**config.mk**
```make
export PLATFORM = sky130hd
export DESIGN_NAME = metering_spi_host_port
export DESIGN_NICKNAME = d
export VERILOG_FILES = /design/src/mshp_pkg.sv /design/src/mshp_sync.sv /design/src/metering_spi_host_port.sv
export VERILOG_INCLUDE_DIRS = /design/src /design/src/src
export SDC_FILE = /design/constraint.sdc
export NUM_CORES = 1
export LEC_CHECK = 0
export ABC_AREA = 1
export BUFFER_PORTS_ARGS = -buffer_cell sky130_fd_sc_hd__buf_2
export CORE_UTILIZATION = 60
export CTS_BUF_LIST = sky130_fd_sc_hd__clkbuf_8 sky130_fd_sc_hd__clkbuf_16
export CTS_CLUSTER_DIAMETER = 150
export DETAILED_ROUTE_END_ITERATION = 16
export PLACE_DENSITY = 0.81
export SLEW_MARGIN = 20
export SYNTH_ARGS = -nofsm -noshare
export SYNTH_HDL_FRONTEND = slang
export SYNTH_HIERARCHICAL = 1
export SYNTH_SLANG_ARGS = --single-unit
```
**constraint.sdc**
```tcl
create_clock -name sys_clk -period 14.2 [get_ports sys_clk]
set_clock_uncertainty 0.2 [all_clocks]
set_input_delay 2.84 -clock sys_clk [delete_from_list [all_inputs] [get_ports sys_clk]]
set_output_delay 2.84 -clock sys_clk [all_outputs]
set_load 0.05 [all_outputs]
```
**src/mshp_defs.svh**
```systemverilog
// constants of the serial host port: frame layout, checksum, unlock, timing
// assumes a 100 MHz system clock
`ifndef MSHP_DEFS_SVH
`define MSHP_DEFS_SVH
`define MSHP_FRAME_CLOCKS 6'd48
`define MSHP_FRAME_CHECKSUM_BIAS 8'h33
`define MSHP_UNLOCK_ADDR 7'h7F
`define MSHP_UNLOCK_WORD 32'h5A7896B4
`define MSHP_CLK_MHZ 100
`define MSHP_TIMEOUT_MS 20
`define MSHP_TIMEOUT_CYC (`MSHP_TIMEOUT_MS * 1000 * `MSHP_CLK_MHZ)
`define MSHP_IDLE3_US 400
`define MSHP_IDLE3_CYC (`MSHP_IDLE3_US * `MSHP_CLK_MHZ)
`endif

```
**src/mshp_pkg.sv**
```systemverilog
// types of the serial host port
// used only by the port design file; the synchroniser does not import it
package mshp_pkg;
    typedef enum logic [1:0] {MSHP_LOCKED, MSHP_IDLE, MSHP_FRAME} mshp_state_t;
endpackage

```
**src/mshp_sync.sv**
```systemverilog
// two-flop synchroniser for one level from outside the clock domain
// assumes sys_clk is the destination clock
`timescale 1ns/100ps
module mshp_sync (
    input wire logic sys_clk,
    input wire logic resetn,
    input wire logic asyncIn,
    output logic syncOut
);
    logic meta_r;

    // first flop feeds only the second
    always_ff @(posedge sys_clk or negedge resetn) begin
        if (!resetn) begin
            meta_r <= 1'b0;
            syncOut <= 1'b0;
        end else begin
            meta_r <= asyncIn;
            syncOut <= meta_r;
        end
    end
endmodule

```
**src/metering_spi_host_port.sv**
```systemverilog
// device end of the metering serial host port: 48-clock read/write frames
// assumes serial pins are asynchronous and slow (clock well below sys_clk/4)
`timescale 1ns/100ps
`include "mshp_defs.svh"
////////////////////////////////////////////////////////////////////////////////
module metering_spi_host_port
    import mshp_pkg::*;
#(
    parameter int TIMEOUT_CYC = `MSHP_TIMEOUT_CYC,
    parameter int IDLE3_CYC = `MSHP_IDLE3_CYC
) (
    input wire logic sys_clk,
    input wire logic resetn,
    input wire logic threeWire,
    input wire logic serial_select_n,
    input wire logic serial_clock_pin,
    input wire logic serialDataIn,
    output logic serialDataOut,
    output logic serialDataOe,
    output logic spiActive,
    output logic spiError,
    output logic regWrite,
    output logic regRead,
    output logic [6:0] regAddr,
    output logic [31:0] regWrData,
    input wire logic [31:0] regRdData
);
    logic selSync, clkSync, dinSync;
    logic clkPrev_r;
    mshp_state_t state_r;
    logic [5:0] bitCnt_r;
    logic [47:0] shiftIn_r;
    logic [7:0] cmd_r;
    logic [39:0] resp_r;
    logic [31:0] gapCnt_r;
    logic [31:0] idleCnt_r;
    logic idleOk_r;

    mshp_sync uSel (.sys_clk(sys_clk), .resetn(resetn), .asyncIn(serial_select_n),
        .syncOut(selSync));
    mshp_sync uClk (.sys_clk(sys_clk), .resetn(resetn), .asyncIn(serial_clock_pin),
        .syncOut(clkSync));
    mshp_sync uDin (.sys_clk(sys_clk), .resetn(resetn), .asyncIn(serialDataIn),
        .syncOut(dinSync));

    ////////////////////////////////////////////////////////////////////////////
    // edge and frame decode
    logic riseEdge, fallEdge, selected, frameStart, frameEnd, timedOut;
    logic [47:0] frameBits, frameWord;
    logic [7:0] fCmd, fB0, fB1, fB2, fB3, fSum, wrSum, calcWrSum;
    logic isRead, cksOk, isUnlock, fullFrame;
    assign riseEdge = clkSync & ~clkPrev_r;
    assign fallEdge = ~clkSync & clkPrev_r;
    // 4-wire framed by select; 3-wire by long clock-low interval
    assign selected = threeWire ? 1'b1 : ~selSync;
    assign frameStart = riseEdge & selected & (threeWire ? idleOk_r : 1'b1);
    assign frameBits = {shiftIn_r[46:0], dinSync};
    // 3-wire decodes on the 48th edge, before that bit is shifted in;
    // 4-wire decodes at select rise, when the shift register already holds all 48
    assign frameWord = threeWire ? frameBits : shiftIn_r;
    assign fCmd = frameWord[47:40];
    assign fB0 = frameWord[39:32];
    assign fB1 = frameWord[31:24];
    assign fB2 = frameWord[23:16];
    assign fB3 = frameWord[15:8];
    assign fSum = frameWord[7:0];
    assign wrSum = fCmd + fB0 + fB1 + fB2 + fB3;
    assign calcWrSum = `MSHP_FRAME_CHECKSUM_BIAS + ~wrSum;
    assign cksOk = (calcWrSum == fSum);
    assign isRead = fCmd[0];
    assign isUnlock = !isRead && fCmd[7:1] == `MSHP_UNLOCK_ADDR
        && {fB3, fB2, fB1, fB0} == `MSHP_UNLOCK_WORD && cksOk;
    assign timedOut = (state_r == MSHP_FRAME) && gapCnt_r >= TIMEOUT_CYC[31:0];
    // 4-wire ends at select rise; 3-wire ends at the 48th clock
    assign frameEnd = threeWire ? (riseEdge && bitCnt_r == `MSHP_FRAME_CLOCKS - 6'd1)
        : (selSync && state_r == MSHP_FRAME);
    // a 3-wire frame closes only on its 48th edge (a stall times out instead); a 4-wire one must count 48
    assign fullFrame = threeWire || bitCnt_r == `MSHP_FRAME_CLOCKS;

    // read response: four data bytes low first, then checksum
    logic [7:0] rSum, rCks;
    assign rSum = cmd_r + regRdData[7:0] + regRdData[15:8] + regRdData[23:16]
        + regRdData[31:24];
    assign rCks = `MSHP_FRAME_CHECKSUM_BIAS + ~rSum;

    ////////////////////////////////////////////////////////////////////////////
    // clock-low idle timer for 3-wire framing
    always_ff @(posedge sys_clk or negedge resetn) begin
        if (!resetn) begin
            idleCnt_r <= 32'h0;
            idleOk_r <= 1'b0;
        end else if (clkSync) begin
            idleCnt_r <= 32'h0;
            if (riseEdge)
                idleOk_r <= 1'b0;
        end else if (idleCnt_r >= IDLE3_CYC[31:0] - 32'h1) begin
            idleOk_r <= 1'b1;
        end else begin
            idleCnt_r <= idleCnt_r + 32'h1;
        end
    end

    ////////////////////////////////////////////////////////////////////////////
    // read strobe delayed by one: register data is only promised from here on,
    // so the response is captured once in this cycle and never reloaded
    logic loadResp_r;
    always_ff @(posedge sys_clk or negedge resetn) begin
        if (!resetn)
            loadResp_r <= 1'b0;
        else
            loadResp_r <= regRead;
    end

    ////////////////////////////////////////////////////////////////////////////
    // frame engine; async reset returns to the locked (uart) state
    // locked and idle differ only in whether the port has been opened
    always_ff @(posedge sys_clk or negedge resetn) begin
        if (!resetn) begin
            clkPrev_r <= 1'b0;
            state_r <= MSHP_LOCKED;
            spiActive <= 1'b0;
            spiError <= 1'b0;
            bitCnt_r <= 6'h0;
            shiftIn_r <= 48'h0;
            cmd_r <= 8'h0;
            resp_r <= 40'h0;
            gapCnt_r <= 32'h0;
            regWrite <= 1'b0;
            regRead <= 1'b0;
            regAddr <= 7'h0;
            regWrData <= 32'h0;
            serialDataOut <= 1'b0;
            serialDataOe <= 1'b0;
        end else begin
            clkPrev_r <= clkSync;
            regWrite <= 1'b0;
            regRead <= 1'b0;
            case (state_r)
                MSHP_LOCKED, MSHP_IDLE: begin
                    serialDataOe <= 1'b0;
                    if (frameStart) begin
                        state_r <= MSHP_FRAME;
                        bitCnt_r <= 6'h1;
                        shiftIn_r <= {47'h0, dinSync};
                        gapCnt_r <= 32'h0;
                    end
                end
                MSHP_FRAME: begin
                    if (timedOut) begin
                        // a stalled frame is dropped; before unlock it leaves no trace
                        state_r <= spiActive ? MSHP_IDLE : MSHP_LOCKED;
                        spiError <= spiError | spiActive;
                        serialDataOe <= 1'b0;
                    end else if (frameEnd) begin
                        serialDataOe <= 1'b0;
                        if (!spiActive) begin
                            // only a whole, correctly summed unlock write opens the port
                            if (fullFrame && isUnlock) begin
                                spiActive <= 1'b1;
                                state_r <= MSHP_IDLE;
                            end else begin
                                state_r <= MSHP_LOCKED;
                            end
                        end else begin
                            state_r <= MSHP_IDLE;
                            if (!fullFrame) begin
                                spiError <= 1'b1;
                            end else if (!isRead && cksOk) begin
                                // a bad checksum drops the write silently
                                regWrite <= 1'b1;
                                regAddr <= fCmd[7:1];
                                regWrData <= {fB3, fB2, fB1, fB0};
                            end
                        end
                    end else begin
                        gapCnt_r <= riseEdge ? 32'h0 : gapCnt_r + 32'h1;
                        if (riseEdge) begin
                            shiftIn_r <= frameBits;
                            bitCnt_r <= bitCnt_r + 6'h1;
                            if (bitCnt_r == 6'd7) begin
                                cmd_r <= frameBits[7:0];
                                regAddr <= frameBits[7:1];
                                regRead <= spiActive & frameBits[0];
                            end
                        end
                        // capture the response once, before its first bit leaves
                        if (loadResp_r)
                            resp_r <= {regRdData[7:0], regRdData[15:8], regRdData[23:16],
                                regRdData[31:24], rCks};
                        // shift out on falling edge, mode 0
                        if (fallEdge && bitCnt_r >= 6'd8 && cmd_r[0] && spiActive) begin
                            serialDataOe <= 1'b1;
                            serialDataOut <= resp_r[39];
                            resp_r <= {resp_r[38:0], 1'b0};
                        end
                    end
                end
                default: begin
                    state_r <= spiActive ? MSHP_IDLE : MSHP_LOCKED;
                    serialDataOe <= 1'b0;
                end
            endcase
        end
    end
endmodule

```
==> out/results.ini <==
[clock_tree]
clock-sinks = 222
clkTransAtPathRegs_ps = 60
cts_tree = built
cts_made_buffers = 25
clockRootBuffer = clkbuf_16
cts.repair.resized = 0
clk_latency_ps = 530
post_cts_buffers = 0
holdBufCountCts = 0
htreeDepth = 1
clk_path_buf_depth = 3

[worst_setup_path]
cp-startpoint = threeWire
cp.required_ps = 14400
critical_path_class = input pin to flip-flop
crit_top_cell = nand2_1
critPathArrivalTime_ps = 8910
cp_max_fo = 75
critical-path-max-stage-delay_ps = 670
critPathCaptureType = flip-flop
setup.worst_path.start_class = input pin
rr_startpoint = shiftIn_r[17]$_DFFE_PN0P_
crit_slowest_cell = o21ai_0
reg2reg_depth = 25

[logic_synthesis]
synth-seq-cells = 222
syn_area_um2 = 12400
synth_edf_count = 0
syn-num-nets = 1599
synthArstFlopShare = 1.00
ys_warn_count = 6
synth_seq_area_share = 0.447
synthCells = 1498
synth-main-ff-cell = dfrtp_1
synth_cell_types = 43
syn_area_per_cell_um2 = 8.29

[power_and_ir_drop]
powerDensity_nw_per_um2 = 115
ir_drop_v = 0.0000807
power_mw = 1.58
power_leakage_nw = 6.91

[floorplanning]
chipHeight_um = 146
io_pins = 83
rows = 52
initial_core_util = 0.614
die_w_um = 146
fp.dieArea_um2 = 21300
core_area_um2 = 20200

[sta]
finalCriticalPeriod_ps = 8710
fin_ws_ps = 5490
hold_violations = 0
fmax_ghz = 0.115
setup_viol = 0
setup_tns_ps = 0
slew_headroom = 0.341
grt_setup_unrepaired = no
worst_pin_slew_ps = 987
drv_slew = 0
final.period_utilization = 0.613

[cells_and_area]
stdcell_count = 1836
design_area_um2 = 13700
area_growth_pct = 10.6
fin_nets = 1650
drive_above_1_share = 0.100

[route]
via_count = 10200
vias_per_cell = 5.56
drc = 0
drtPass1Iterations = 6
dr.first_iter.drc_count = 669
finalWirelength_mm = 28.2
ant_nets = 0
routedWlPerCell_um = 15.4

[hold_path]
hold_depth = 0
hp-class = flip-flop to flip-flop
hp-start = uDin/meta_r$_DFF_PN0_

[placement]
place_area_um2 = 12900
io_buffer_count = 82
dp_hpwl_mm = 19.4
place_inst = 1792
place.gp.congestion = 0.902
dp_slack_ps = 5090

[grt]
grt_overflow = 0
grt_pass1_wl_mm = 48.2
grt_use_total = 0.277
antenna_found_initial = 0
grt_pass1_vias = 9865
grt_max_degree = 116

[run]
drv_cap = 0

[outcome]
status = finished clean

-- synthesized netlist by cell type, types with 19 or more instances --
library cell	n	area, um2
inv_1	155	582
nand4_1	65	407
ha_1	23	288
fa_1	40	801
dfrtp_1	222	5560
a21oi_1	36	180
xor2_1	20	175
nand2_1	425	1600
nand3_1	68	340
o31ai_1	36	270
o21ai_0	134	671
nor2_1	91	342
mux2i_1	19	190
clkbuf_1	34	128
-- per-stage QoR --
stage          utilization  hold WS (ps)
2_1_floorplan            -           131
5_1_grt              0.678           170
3_5_place_dp         0.638           136
3_3_place_gp         0.638           138
4_1_cts              0.678           149
6_report             0.678           145
-- kinds of logic (layout without fill, tap and decap cells) --
kind of cell | after synthesis | in the layout | share of synthesized area
and+or+nand+nor | 701 | 701 | 0.244
AOI/OAI and AO/OA | 230 | 230 | 0.105
buffers and inverters | 230 | 297 | 0.0776
DFF | 222 | 222 | 0.447
adders and majority gates | 63 | 63 | 0.0877
xor gates and xnor gates | 33 | 33 | 0.0233
muxes | 19 | 19 | 0.0153
other | 0 | 1 | 0
-- cell usage in the layout, fill, tap and decap left out, drive strengths merged --
cell    synthesis  layout
o21bai          2       2
nor3           19      19
a21oi          36      36
o21a            5       5
nand2         431     431
a21boi          1       1
nand3          71      71
nand3b          6       6
nor4            8       8
or2             2       2
dfrtp         222     222
o31ai          36      36
and3            1       1
diode           0       1
xnor2          13      13
clkinv          0       7
a211oi          1       1
nor3b           2       2
inv           162     168
fa             40      40
o21ai         142     142
bufinv          0       3
buf            34      92
and2            3       3
mux2i          19      19
a31oi           2       2
ha             23      23
xor2           20      20
nand4          65      65
clkbuf         34      27
a21o            1       1
nor2           93      93
o211ai          3       3
o311ai          1       1
-- power breakdown --
part | leakage [nW] | switching [mW] | internal [mW]
Clock | 0.423 | 0.255 | 0.383
Sequential | 3.05 | 0.0133 | 0.648
Combinational | 3.44 | 0.188 | 0.0886
-- path summary, 6_finish.rpt --
path,slack [ps],to
setup / recovery,5490,regWrData[1]$_DFFE_PN0P_
hold / removal,150,uDin/syncOut$_DFF_PN0_
setup reg to reg,8510,regWrData[1]$_DFFE_PN0P_
hold reg to reg,150,uDin/syncOut$_DFF_PN0_
max in group asynchronous,9570,regWrData[0]$_DFFE_PN0P_
min in group asynchronous,2100,resp_r[8]$_DFFE_PN0P_
-- critical path: cells and delay by family --
| kind | cells | cell delay, ps |
|---|---|---|
| simple gates | 14 | 1700 |
| fa+ha+maj | 4 | 2100 |
| compound gates | 1 | 670 |
| buf+inv | 7 | 1510 |
-- area by class of cell --
| cell class | instances | area [um2] |
|---|---|---|
| fill | 1593 | 6510 |
| clock inverter | 16 | 153 |
| antenna | 1 | 2.50 |
| clock buffer | 27 | 653 |
| multi-input combinational | 1046 | 5920 |
| tap | 270 | 338 |
| inverter | 162 | 608 |
| timing repair buffer | 92 | 495 |
| sequential | 222 | 5560 |
-- flip-flops by register name, indices dropped and copies added (netlist names) --
register       flops
resp_r            40
serialDataOe       1
regWrData         32
spiError           1
uDin/meta_r        1
uDin/syncOut       1
uSel/meta_r        1
spiActive          1
cmd_r              8
shiftIn_r         48
uClk/meta_r        1
loadResp_r         1
state_r            2
regAddr            7
idleCnt_r         32
gapCnt_r          32
uClk/syncOut       1
idleOk_r           1
serialDataOut      1
regRead            1
regWrite           1
bitCnt_r           6
uSel/syncOut       1
clkPrev_r          1
-- routing by layer --
| metal | vias up | GRT usage | wire, um |
|---|---|---|---|
| met1 | 4865 | 0.376 | 12300 |
| li1 | 4996 | - | - |
| met3 | 66 | 0.0386 | 1330 |
| met4 | 0 | 0.0895 | 705 |
| met5 | - | 0 | 0 |
| met2 | 276 | 0.462 | 13900 |
Power figures use the tool's default switching activity.
